**src/logic/tcp_pkg.sv**
```systemverilog
// Package: register map, field layout and types of the capture timer channel
package tcp_pkg;

  // Register byte offsets
  localparam logic [3:0] OFF_COUNT  = 4'h0;
  localparam logic [3:0] OFF_MODE   = 4'h4;
  localparam logic [3:0] OFF_START  = 4'h8;
  localparam logic [3:0] OFF_STATUS = 4'hc;

  // Mode register fields
  localparam int MODE_SEL_POS  = 0;  // 0 event counter, 1 measurement
  localparam int EDGE_SEL_POS  = 1;  // 2 bits, event counter edge select
  localparam int MEAS_TYPE_POS = 3;  // 0 period, 1 width
  localparam int CLK_SEL_POS   = 6;  // 2 bits: clock_select_low / clock_select_high

  // Status register fields
  localparam int ST_IRQ_POS  = 0;
  localparam int ST_OVF_POS  = 1;
  localparam int ST_PRIM_POS = 2;

  // Reset values
  localparam logic [15:0] COUNT_RST = 16'h0000;
  localparam logic [7:0]  MODE_RST  = 8'h00;

  // Clock divider counts
  localparam int DIV_MAIN8   = 8;
  localparam int DIV_MAIN32  = 32;
  localparam int DIV_SUB32   = 32;

  // AXI responses
  localparam logic [1:0] RESP_OKAY   = 2'h0;
  localparam logic [1:0] RESP_SLVERR = 2'h2;

  typedef enum logic [1:0] {
    EDGE_RISE = 2'b00,
    EDGE_FALL = 2'b01,
    EDGE_BOTH = 2'b10
  } tcp_edge_t;

  typedef enum logic [1:0] {
    SRC_MAIN_DIV1  = 2'b00,
    SRC_MAIN_DIV8  = 2'b01,
    SRC_MAIN_DIV32 = 2'b10,
    SRC_SUB_DIV32  = 2'b11
  } tcp_src_t;

  typedef struct packed {
    logic [1:0] clk_sel;
    logic [1:0] rsvd;
    logic       meas_type;
    logic [1:0] edge_sel;
    logic       mode_sel;
  } tcp_mode_t;

  typedef struct packed {
    logic [3:0]  awaddr;
    logic        awvalid;
    logic [31:0] wdata;
    logic [3:0]  wstrb;
    logic        wvalid;
    logic        bready;
    logic [3:0]  araddr;
    logic        arvalid;
    logic        rready;
  } tcp_axi_req_t;

  typedef struct packed {
    logic        awready;
    logic        wready;
    logic [1:0]  bresp;
    logic        bvalid;
    logic        arready;
    logic [31:0] rdata;
    logic [1:0]  rresp;
    logic        rvalid;
  } tcp_axi_rsp_t;

endpackage

```
**src/logic/tcp_capture_timer.sv**
```systemverilog
// Capture timer channel: event counter and pulse period/width measurement
//
// The register offsets and the AXI4-Lite register port are this design's own decisions.
`timescale 1ns/1ps
`default_nettype none

module tcp_capture_timer #(
  parameter int CNT_W = 16
) (
  input  wire logic                  clk,
  input  wire logic                  rst,
  input  wire tcp_pkg::tcp_axi_req_t axi_req,
  output var  tcp_pkg::tcp_axi_rsp_t axi_rsp,
  input  wire logic                  capture_input_pin,
  input  wire logic                  subclock_tick,
  output logic                       irq_request
);

  ////////////////////////////////////////////////////////////////////////////
  // Pin and sub-clock synchronisers, edge detection

  logic [2:0] pin_sync_r;
  logic [2:0] sub_sync_r;

  always_ff @(posedge clk) begin
    if (rst) begin
      pin_sync_r <= 3'h0;
      sub_sync_r <= 3'h0;
    end else begin
      pin_sync_r <= {pin_sync_r[1:0], capture_input_pin};
      sub_sync_r <= {sub_sync_r[1:0], subclock_tick};
    end
  end

  wire pin_rise = pin_sync_r[1] & ~pin_sync_r[2];
  wire pin_fall = ~pin_sync_r[1] & pin_sync_r[2];
  wire sub_tick = sub_sync_r[1] & ~sub_sync_r[2];

  ////////////////////////////////////////////////////////////////////////////
  // Registers

  tcp_pkg::tcp_mode_t mode_r;
  logic               start_r;
  logic [CNT_W-1:0]   counter_r;
  logic [CNT_W-1:0]   reload_r;
  logic               irq_r;
  logic               ovf_r;
  logic               primed_r;
  logic [4:0]         main_div_r;
  logic [4:0]         sub_div_r;

  wire meas_mode = mode_r.mode_sel;

  // Effective edge selection
  wire ev_edge = (mode_r.edge_sel == tcp_pkg::EDGE_RISE) ? pin_rise :
                 (mode_r.edge_sel == tcp_pkg::EDGE_FALL) ? pin_fall :
                 (mode_r.edge_sel == tcp_pkg::EDGE_BOTH) ? (pin_rise | pin_fall) :
                 1'b0;
  wire ms_edge = mode_r.meas_type ? (pin_rise | pin_fall) : pin_rise;
  wire eff_edge = meas_mode ? ms_edge : ev_edge;

  // Count source prescaler
  wire main8_tick  = (main_div_r[2:0] == 3'(tcp_pkg::DIV_MAIN8 - 1));
  wire main32_tick = (main_div_r == 5'(tcp_pkg::DIV_MAIN32 - 1));
  wire sub32_tick  = sub_tick & (sub_div_r == 5'(tcp_pkg::DIV_SUB32 - 1));
  wire src_tick = (mode_r.clk_sel == tcp_pkg::SRC_MAIN_DIV1)  ? 1'b1 :
                  (mode_r.clk_sel == tcp_pkg::SRC_MAIN_DIV8)  ? main8_tick :
                  (mode_r.clk_sel == tcp_pkg::SRC_MAIN_DIV32) ? main32_tick :
                  sub32_tick;

  ////////////////////////////////////////////////////////////////////////////
  // AXI4-Lite slave

  logic        aw_hold_r;
  logic        w_hold_r;
  logic [3:0]  aw_addr_r;
  logic [31:0] w_data_r;
  logic [3:0]  w_strb_r;
  logic        bvalid_r;
  logic [1:0]  bresp_r;
  logic        rvalid_r;
  logic [31:0] rdata_r;
  logic [1:0]  rresp_r;

  wire aw_take = axi_req.awvalid & ~aw_hold_r & ~bvalid_r;
  wire w_take  = axi_req.wvalid & ~w_hold_r & ~bvalid_r;
  wire wr_go   = aw_hold_r & w_hold_r & ~bvalid_r;
  wire ar_take = axi_req.arvalid & ~rvalid_r;

  // Next handshake state, so the ready outputs can be registered
  wire aw_hold_nxt = ~wr_go & (aw_hold_r | aw_take);
  wire w_hold_nxt  = ~wr_go & (w_hold_r | w_take);
  wire bvalid_nxt  = wr_go | (bvalid_r & ~axi_req.bready);
  wire rvalid_nxt  = ar_take | (rvalid_r & ~axi_req.rready);

  logic        awready_r;
  logic        wready_r;
  logic        arready_r;

  wire wr_count  = wr_go & (aw_addr_r == tcp_pkg::OFF_COUNT);
  wire wr_mode   = wr_go & (aw_addr_r == tcp_pkg::OFF_MODE) & w_strb_r[0];
  wire wr_start  = wr_go & (aw_addr_r == tcp_pkg::OFF_START) & w_strb_r[0];
  wire wr_status = wr_go & (aw_addr_r == tcp_pkg::OFF_STATUS) & w_strb_r[0];
  wire wr_ok     = wr_go & (aw_addr_r <= tcp_pkg::OFF_STATUS) & (aw_addr_r[1:0] == 2'h0);

  wire [CNT_W-1:0] wr_value = {w_strb_r[1] ? w_data_r[15:8] : reload_r[15:8],
                               w_strb_r[0] ? w_data_r[7:0]  : reload_r[7:0]};

  wire [3:0] ar_addr = axi_req.araddr;
  wire [CNT_W-1:0] count_view = meas_mode ? reload_r : counter_r;
  wire [31:0] rd_value =
    (ar_addr == tcp_pkg::OFF_COUNT)  ? {16'h0000, count_view} :
    (ar_addr == tcp_pkg::OFF_MODE)   ? {24'h000000, mode_r} :
    (ar_addr == tcp_pkg::OFF_START)  ? {31'h00000000, start_r} :
    (ar_addr == tcp_pkg::OFF_STATUS) ? {29'h00000000, primed_r, ovf_r, irq_r} :
    32'h00000000;
  wire rd_ok = (ar_addr <= tcp_pkg::OFF_STATUS) & (ar_addr[1:0] == 2'h0);

  always_ff @(posedge clk) begin
    if (rst) begin
      aw_hold_r <= 1'b0;
      w_hold_r  <= 1'b0;
      aw_addr_r <= 4'h0;
      w_data_r  <= 32'h00000000;
      w_strb_r  <= 4'h0;
      bvalid_r  <= 1'b0;
      bresp_r   <= tcp_pkg::RESP_OKAY;
      rvalid_r  <= 1'b0;
      rdata_r   <= 32'h00000000;
      rresp_r   <= tcp_pkg::RESP_OKAY;
      awready_r <= 1'b1;
      wready_r  <= 1'b1;
      arready_r <= 1'b1;
    end else begin
      awready_r <= ~aw_hold_nxt & ~bvalid_nxt;
      wready_r  <= ~w_hold_nxt & ~bvalid_nxt;
      arready_r <= ~rvalid_nxt;
      if (aw_take) begin
        aw_hold_r <= 1'b1;
        aw_addr_r <= axi_req.awaddr;
      end
      if (w_take) begin
        w_hold_r <= 1'b1;
        w_data_r <= axi_req.wdata;
        w_strb_r <= axi_req.wstrb;
      end
      if (wr_go) begin
        aw_hold_r <= 1'b0;
        w_hold_r  <= 1'b0;
        bvalid_r  <= 1'b1;
        bresp_r   <= wr_ok ? tcp_pkg::RESP_OKAY : tcp_pkg::RESP_SLVERR;
      end else if (bvalid_r & axi_req.bready) begin
        bvalid_r <= 1'b0;
      end
      if (ar_take) begin
        rvalid_r <= 1'b1;
        rdata_r  <= rd_value;
        rresp_r  <= rd_ok ? tcp_pkg::RESP_OKAY : tcp_pkg::RESP_SLVERR;
      end else if (rvalid_r & axi_req.rready) begin
        rvalid_r <= 1'b0;
      end
    end
  end

  always_comb begin
    axi_rsp.awready = awready_r;
    axi_rsp.wready  = wready_r;
    axi_rsp.bvalid  = bvalid_r;
    axi_rsp.bresp   = bresp_r;
    axi_rsp.arready = arready_r;
    axi_rsp.rvalid  = rvalid_r;
    axi_rsp.rdata   = rdata_r;
    axi_rsp.rresp   = rresp_r;
  end

  ////////////////////////////////////////////////////////////////////////////
  // Counter core

  localparam int          MEAS_TYPE_BIT = tcp_pkg::MEAS_TYPE_POS;
  localparam logic [15:0] COUNT_ZERO    = tcp_pkg::COUNT_RST;

  wire       running     = start_r;
  wire [7:0] new_mode    = w_data_r[7:0];
  wire       type_change = wr_mode & start_r & (w_data_r[MEAS_TYPE_BIT] != mode_r.meas_type);

  wire ev_step   = ~meas_mode & running & eff_edge;
  wire underflow = ev_step & (counter_r == '0);
  wire ms_edge_q = meas_mode & running & eff_edge;
  wire ms_tick   = meas_mode & running & src_tick & ~ms_edge_q;
  wire overflow  = ms_tick & (counter_r == '1);
  wire ms_report = ms_edge_q & primed_r;

  wire irq_set = underflow | ms_report | overflow | type_change;
  wire irq_clr = wr_status & w_data_r[tcp_pkg::ST_IRQ_POS];

  // Next counter value
  logic [CNT_W-1:0] counter_nxt;
  logic [CNT_W-1:0] reload_nxt;
  always_comb begin
    counter_nxt = counter_r;
    reload_nxt  = reload_r;
    if (!meas_mode) begin
      if (wr_count) begin
        reload_nxt = wr_value;
        if (!running) begin
          counter_nxt = wr_value;
        end
      end
      if (underflow) begin
        counter_nxt = reload_r;
      end else if (ev_step) begin
        counter_nxt = counter_r - 1'b1;
      end
    end else if (ms_edge_q) begin
      reload_nxt  = counter_r;
      counter_nxt = COUNT_ZERO;
    end else if (ms_tick) begin
      counter_nxt = counter_r + 1'b1;
    end
  end

  always_ff @(posedge clk) begin
    if (rst) begin
      mode_r     <= tcp_pkg::tcp_mode_t'(tcp_pkg::MODE_RST);
      start_r    <= 1'b0;
      counter_r  <= tcp_pkg::COUNT_RST;
      reload_r   <= tcp_pkg::COUNT_RST;
      irq_r      <= 1'b0;
      ovf_r      <= 1'b0;
      primed_r   <= 1'b0;
      main_div_r <= 5'h00;
      sub_div_r  <= 5'h00;
      irq_request <= 1'b0;
    end else begin
      counter_r  <= counter_nxt;
      reload_r   <= reload_nxt;
      main_div_r <= main_div_r + 5'h01;
      if (sub_tick) begin
        sub_div_r <= sub_div_r + 5'h01;
      end
      if (wr_mode) begin
        mode_r <= tcp_pkg::tcp_mode_t'(new_mode);
      end
      if (wr_start) begin
        start_r <= w_data_r[0];
      end
      if (wr_start & w_data_r[0] & ~start_r) begin
        primed_r <= 1'b0;
        counter_r <= meas_mode ? COUNT_ZERO : counter_nxt;
      end else if (ms_edge_q) begin
        primed_r <= 1'b1;
      end
      if (overflow) begin
        ovf_r <= 1'b1;
      end else if (wr_mode & start_r) begin
        ovf_r <= 1'b0;
      end
      if (irq_set) begin
        irq_r <= 1'b1;
      end else if (irq_clr) begin
        irq_r <= 1'b0;
      end
      irq_request <= irq_set | (irq_r & ~irq_clr);
    end
  end

endmodule

`default_nettype wire

```
**config.mk**
```make
export PLATFORM = sky130hd
export DESIGN_NAME = tcp_capture_timer
export DESIGN_NICKNAME = d
export VERILOG_FILES = /design/src/logic/tcp_pkg.sv /design/src/logic/tcp_capture_timer.sv
export SDC_FILE = /design/constraint.sdc
export NUM_CORES = 1
export LEC_CHECK = 0
export ABC_AREA = 0
export BUFFER_PORTS_ARGS = -buffer_cell sky130_fd_sc_hd__buf_2
export CAP_MARGIN = 20
export CORE_UTILIZATION = 45
export DETAILED_ROUTE_END_ITERATION = 7
export PLACE_DENSITY = 0.67
export SLEW_MARGIN = 40
export SYNTH_ARGS = -nofsm -noshare
export SYNTH_HDL_FRONTEND = slang
export SYNTH_SLANG_ARGS = --single-unit
```
**constraint.sdc**
```tcl
create_clock -name clk -period 2.6 [get_ports clk]
set_clock_uncertainty 0.05 [all_clocks]
set_input_delay 0.52 -clock clk [delete_from_list [all_inputs] [get_ports clk]]
set_output_delay 0.52 -clock clk [all_outputs]
set_load 0.01 [all_outputs]
```
Word level (Yosys, flattened, before mapping)
Index checks and enable logic that the tools add are counted.
{"block": "totals", "regBits": 126, "latchBits": 0, "ramBits": 0, "rom_bits": 0, "in_bits": 53, "memories": 0}
{"block": "classes", "add_sub_neg": 4, "n_mul": 0, "div_mod_pow": 0, "magnitude_cmp": 2, "n_eq_ne": 16, "n_shift": 0, "mux": 37, "bitwise": 71, "reduce_logical": 15}
{"cell": "$mux 16", "count": 14}
{"cell": "$and 1x1->1", "count": 44}
{"cell": "$mux 8", "count": 3}
{"cell": "$not 1->1", "count": 18}
{"cell": "$add 16x1->16 const B", "count": 1}
{"cell": "$eq 16x16->1 const B", "count": 1}
{"cell": "$eq 4x4->1 const B", "count": 4}
{"cell": "$logic_not 16->1", "count": 1}
{"cell": "$mux 1", "count": 16}
{"cell": "$sub 16x1->16 const B", "count": 1}
{"cell": "$add 5x1->5 const B", "count": 2}
{"cell": "$eq 5x5->1 const B", "count": 2}
{"cell": "$reduce_bool 2->1", "count": 5}
{"cell": "$or 1x1->1", "count": 9}
{"cell": "$eq 4x3->1 const B", "count": 2}
{"cell": "$le 4x4->1 const B", "count": 2}
{"cell": "$logic_not 2->1", "count": 4}
{"cell": "$logic_not 4->1", "count": 2}
{"cell": "$mux 3", "count": 2}
{"cell": "$eq 2x1->1 const B", "count": 2}
{"cell": "$eq 2x2->1 const B", "count": 2}
{"cell": "$mux 2", "count": 2}
{"cell": "$reduce_or 2->1", "count": 2}
{"cell": "$eq 3x3->1 const B", "count": 1}
{"cell": "other kinds (3)", "count": 3}

Depth between registers and ports, before layout
{"block": "depth", "ltp_word": 15, "depth_mapped": 10, "depth_no_buf": 9}

Worst setup path after synthesis
No wires, ideal clock.
{"block": "synth_timing", "path_kind": "flip-flop to flip-flop", "start": "register sub_div_r[0]", "end": "register counter_r[11]", "t_arrival_ps": 1883, "required_time_ps": 2417, "path_slack_ps": 533, "stages_incl_launch_ff": 10, "n_path_buf": 0, "synth_period_minus_slack_ps": 2067, "path_cell_list": "dfxtp_1 ha_1 and3_1 ha_1 nand4b_1 and3_1 nor4_2 and4_1 xnor2_1 o22ai_1"}
{"block": "synth_between", "elab_chain_len": 12}
{"element": "start: declaration", "line": "tcp_capture_timer.sv:50", "text": "logic [4:0] sub_div_r;"}
{"element": "start signal: assignment", "line": "tcp_capture_timer.sv:239", "text": "sub_div_r <= sub_div_r + 5'h01;"}
{"element": "$eq 5x5->1 *", "line": "tcp_capture_timer.sv:65", "text": "wire sub32_tick = sub_tick & (sub_div_r == 5'(tcp_pkg::DIV_SUB32 - 1));"}
{"element": "$and 1x1->1 *", "line": "tcp_capture_timer.sv:65"}
{"element": "$mux 1 *", "line": "tcp_capture_timer.sv:68", "text": "(mode_r.clk_sel == tcp_pkg::SRC_MAIN_DIV32) ? main32_tick :"}
{"element": "$mux 1 *", "line": "tcp_capture_timer.sv:67", "text": "(mode_r.clk_sel == tcp_pkg::SRC_MAIN_DIV8) ? main8_tick :"}
{"element": "$mux 1 *", "line": "tcp_capture_timer.sv:66", "text": "wire src_tick = (mode_r.clk_sel == tcp_pkg::SRC_MAIN_DIV1) ? 1'b1 :"}
{"element": "$and 1x1->1 * (2 in series)", "line": "tcp_capture_timer.sv:189", "text": "wire ms_tick = meas_mode & running & src_tick & ~ms_edge_q;"}
{"element": "$mux 16 *", "line": "tcp_capture_timer.sv:217", "text": "end else if (ms_tick) begin"}
{"element": "$mux 16 *", "line": "tcp_capture_timer.sv:214", "text": "end else if (ms_edge_q) begin"}
{"element": "$mux 16 *", "line": "tcp_capture_timer.sv:202", "text": "if (!meas_mode) begin"}
{"element": "$mux 16", "line": "tcp_capture_timer.sv:249", "text": "counter_r <= meas_mode ? COUNT_ZERO : counter_nxt;"}
{"element": "$mux 16 *", "line": "tcp_capture_timer.sv:247", "text": "if (wr_start & w_data_r[0] & ~start_r) begin"}
{"element": "end signal: assignment", "line": "tcp_capture_timer.sv:226", "text": "counter_r <= tcp_pkg::COUNT_RST;"}
{"element": "end signal: assignment", "line": "tcp_capture_timer.sv:235", "text": "counter_r <= counter_nxt;"}
{"element": "end signal: assignment", "line": "tcp_capture_timer.sv:249"}
{"element": "end: declaration", "line": "tcp_capture_timer.sv:44", "text": "logic [CNT_W-1:0] counter_r;"}
Every way passes the cells marked *; elsewhere a longest branch is shown, timed or not.
A chain may end at the register's enable or synchronous reset.

Worst setup path in the final report
{"block": "layout_timing", "start": "register pin_sync_r[1]", "end": "register counter_r[3]"}
{"block": "layout_between", "elab_chain_len": 15}
{"element": "start: declaration", "line": "tcp_capture_timer.sv:22", "text": "logic [2:0] pin_sync_r;"}
{"element": "start signal: assignment", "line": "tcp_capture_timer.sv:30", "text": "pin_sync_r <= {pin_sync_r[1:0], capture_input_pin};"}
{"element": "$not 1->1", "line": "tcp_capture_timer.sv:36", "text": "wire pin_fall = ~pin_sync_r[1] & pin_sync_r[2];"}
{"element": "$and 1x1->1", "line": "tcp_capture_timer.sv:36"}
{"element": "$or 1x1->1", "line": "tcp_capture_timer.sv:57, tcp_capture_timer.sv:59"}
{"element": "$mux 1", "line": "tcp_capture_timer.sv:57", "text": "(mode_r.edge_sel == tcp_pkg::EDGE_BOTH) ? (pin_rise | pin_fall) :"}
{"element": "$mux 1", "line": "tcp_capture_timer.sv:56", "text": "(mode_r.edge_sel == tcp_pkg::EDGE_FALL) ? pin_fall :"}
{"element": "$mux 1", "line": "tcp_capture_timer.sv:55", "text": "wire ev_edge = (mode_r.edge_sel == tcp_pkg::EDGE_RISE) ? pin_rise :"}
{"element": "$mux 1 *", "line": "tcp_capture_timer.sv:60", "text": "wire eff_edge = meas_mode ? ms_edge : ev_edge;"}
{"element": "$and 1x1->1", "line": "tcp_capture_timer.sv:188", "text": "wire ms_edge_q = meas_mode & running & eff_edge;"}
{"element": "$not 1->1", "line": "tcp_capture_timer.sv:189"}
{"element": "$and 1x1->1", "line": "tcp_capture_timer.sv:189"}
{"element": "$mux 16", "line": "tcp_capture_timer.sv:217"}
{"element": "$mux 16", "line": "tcp_capture_timer.sv:214"}
{"element": "$mux 16 *", "line": "tcp_capture_timer.sv:202"}
{"element": "$mux 16", "line": "tcp_capture_timer.sv:249"}
{"element": "$mux 16 *", "line": "tcp_capture_timer.sv:247"}
Marks and branches as above.

==> impl_summary.md <==
Run status
The run finished with clean final reports.

Timing
The actual slew at the worst max-slew pin is 0.818 ns. The period utilization is 90.9%. Setup repair after global routing left no endpoint under its margin. The remaining max-slew budget at the tightest pin is 45.3%. The total count of max-transition violations in the final report was 0. Setup total negative slack on the finished layout was measured at 0 ns. The final critical-path required period is 2.36 ns. The maximum frequency from static timing analysis is 423 MHz. The count of endpoints failing hold in the final timing report is 0. The final setup violation count is 0.

Route
Dividing the detail-routed wire length by the instance count gives 17.2 µm. The antenna violation net count after detailed routing is 0. Before antenna repair, the detailed router went through 5 iterations. The detailed-route DRC error count is 0. For this block, the initial DRC count from the detailed router was 367.

The total number of vias is 5,362. The vias per cell is 5.74. After detailed routing, the total wire length is 16,000 µm.

Floorplanning
The height of the chip is 116 µm. After floorplanning, the core was sized to cover 12,700 µm². The initialized floorplan defines 41 standard-cell rows.

The I/O pin total is 95. The die width is 116 µm. For this configuration, the core starts out at a cell density of 46.2%. The total die area is 13,500 µm².

Worst hold path
The path class of the tightest hold or removal check is input port to flop. The worst hold path passes through 2 cells.

Clocking
The clock reaches the later pin of the worst-skew pair after 0.35 ns. The post-cts hold buffer count is 0. The maximum root-to-sink buffer count is 2.

The CTS tree is built. The clock-pin slew on the worst setup and hold paths is 0.07 ns. The H-tree was split into 3 levels. The root cell of the clock tree is clkbuf_16.

The clock sink count is 108. The number of clock buffers added by TritonCTS is 9.

Yosys
Yosys mapped a number of flops with a built-in enable equal to 0. During synthesis, Yosys emitted a total of 0 warnings. The fraction of registers with async set or reset after synthesis is 0%. The dominant synthesized flop cell is dfxtp_1. Averaged over all synthesized cells, the footprint is 8.11 µm². The fraction of the yosys area taken by sequential cells is 36.9%.

The post-synthesis instance area is 5850 µm². The synthesized design contains 108 register bits. The number of different library cells used by synthesis comes to 67. After technology mapping, the gate count stands at 722.

Worst setup path
The highest fanout seen on the critical path is 10. Traced cell by cell, the critical path runs through inv_1 -> ha_1 -> nand2_1 -> o311ai_2 -> nor2_1 -> nand2_1 -> o21ai_0 -> o22ai_1. The most numerous cell type found on the critical path is nand2_1. The critical path launch point type is a flop.

Counting both buffers and inverters, the worst setup path holds a total of 1. STA puts the critical path data required time at 2.79 ns. Data arrives at the worst endpoint at 2.55 ns. The delay contributed by the slowest stage of the critical path is 0.40 ns. The depth of the worst register-to-register path is 8.

The endpoint class of the critical path is a flop. In this run the number of cells on the critical path is 8. The cell family with the largest share of critical-path delay is simple AND/OR/NAND/NOR gates.

The cell with the largest stage delay on the worst path is nor2_1. The critical path in this run is classified as flop to flop.

GRT
Global routing consumed, over all layers together, 24.8% of the routing resources. The initial antenna violation count is 0. Entering global routing, the biggest net connects 65 pins.

The number of global-route vias before repair is 5,067. The global-route congestion overflow total is 0. The global-route wire length before repair is 25,400 µm.

Power
The leakage power figure is 2.64 nW. IR analysis of the VDD net gives a maximum drop of 0.000345 V. The total power per unit cell area is 546 nW/µm².

Cells and area
Leaving out fill and tap cells, the most frequent cells in the layout are dfxtp_1 (108), nand2_1 (99), nor2_1 (77). The layout has 1,238 filler cells. Compared with the post-synthesis result, the final layout area differs by 11.2%. The number of nets at the end of the flow is 820. At the end of the flow the core is filled with cells to 51.4%. The library cell used most frequently in the layout, excluding fill and tap cells, is dfxtp_1.

0 antenna diodes ended up in the layout. The post-route netlist has 15.7% of its cells at a drive strength greater than 1.

Placement
The HPWL after detailed placement is 11,900 µm. The port buffer count is 58. The final weighted congestion in routability-driven placement is 0.929.

Run
The number of max-cap violations is 0.
-- layer usage --
layer	track usage, %	share of wire, %	vias to the layer above	wire (µm)
met4	11.5	2.8	0	448
met3	3.61	5.7	29	910
met2	40.9	48	204	7650
met1	32.1	44	2535	7020
met5	0	0	-	0
li1	-	-	2594	-
-- logic make-up after synthesis --
group           count (synthesis)  synth area share, %
mux                            44                 7.74
flops                         108                 36.9
other cells                     1               0.0641
simple gates                  280                 23.3
xor+xnor                       22                 3.29
compound gates                163                 18.3
buf+inv                        94                 8.23
fa+ha+maj                      10                 2.14
-- cell type report --
cell class,count,area (µm²),share of cell area [%]
clock inverter,4,55.1,0.846
tap,172,215,3.31
sequential,108,2160,33.2
clock buffer,12,256,3.94
timing repair buffer,81,463,7.11
inverter,20,75.1,1.15
multi-input combinational,537,3280,50.4
-- cells in the mapped netlist, drive strengths merged, types with 3 or more instances --
library cell | n | area, µm²
nand2b | 5 | 31.3
nand3 | 16 | 85.1
nor2b | 12 | 75.1
nand3b | 3 | 22.5
mux2i | 34 | 340
o311ai | 3 | 33.8
xor2 | 8 | 70.1
and4 | 3 | 26.3
inv | 19 | 71.3
dfxtp | 108 | 2160
a32oi | 3 | 26.3
mux2 | 10 | 113
nand4 | 10 | 62.6
clkbuf | 38 | 144
buf | 36 | 263
nand4b | 3 | 26.3
nand2 | 99 | 372
a2111oi | 4 | 35.0
nor2 | 78 | 300
and3 | 10 | 62.6
o22ai | 14 | 87.6
a31oi | 4 | 25.0
ha | 10 | 125
a21oi | 47 | 235
nor3 | 24 | 135
nor4 | 5 | 67.6
a22oi | 10 | 75.1
a221oi | 3 | 26.3
a211o | 3 | 28.8
a222oi | 5 | 50.1
o211ai | 23 | 173
xnor2 | 14 | 123
o21ai | 29 | 145
o221ai | 4 | 35.0
-- state kept, by name, summed over array words and instances, names as in the netlist, 4 cells and up --
register and count:
aw_addr_r 4, counter_r 16, main_div_r 5, mode_r 7, rdata_r 16, reload_r 16
sub_div_r 5, w_data_r 16
-- per-stage QoR --
step | worst slack (ns) | area [µm²] | hold WS, ns | total power, mW | cells
6_report | 0.236 | 6510 | 0.331 | 3.55 | 934
5_1_grt | 0.0621 | 6510 | 0.354 | 3.70 | 934
4_1_cts | 0.264 | 6490 | 0.321 | 3.58 | 931
3_5_place_dp | 0.286 | 6170 | 0.375 | 2.16 | 915
3_3_place_gp | 0.188 | 6170 | 0.375 | 2.15 | 915
2_1_floorplan | 0.533 | 5920 | 0.364 | 2.09 | 739
-- power by group --
part	internal [mW]	switching, mW	total [mW]	leakage (nW)
registers	1.70	0.0613	1.76	0.878
logic	0.142	0.226	0.368	1.61
clock network	0.805	0.615	1.42	0.149
-- final timing paths --
path                                  from                        to  slack (ns)
setup / recovery  pin_sync_r[1]$_SDFF_PP0_   counter_r[3]$_SDFF_PP0_        0.24
hold / removal               subclock_tick  sub_sync_r[0]$_SDFF_PP0_        0.33
setup reg to reg  pin_sync_r[1]$_SDFF_PP0_   counter_r[3]$_SDFF_PP0_        0.24
hold reg to reg   sub_sync_r[0]$_SDFF_PP0_  sub_sync_r[1]$_SDFF_PP0_        0.39
-- timing repair --
action / CTS / global route
setup endpoints to repair: 0 / 1
endpoints found under the hold margin: 0 / 0
resized for setup: 0 / 0
setup buffers: 0 / 3
(Power assumes the default switching activity.)
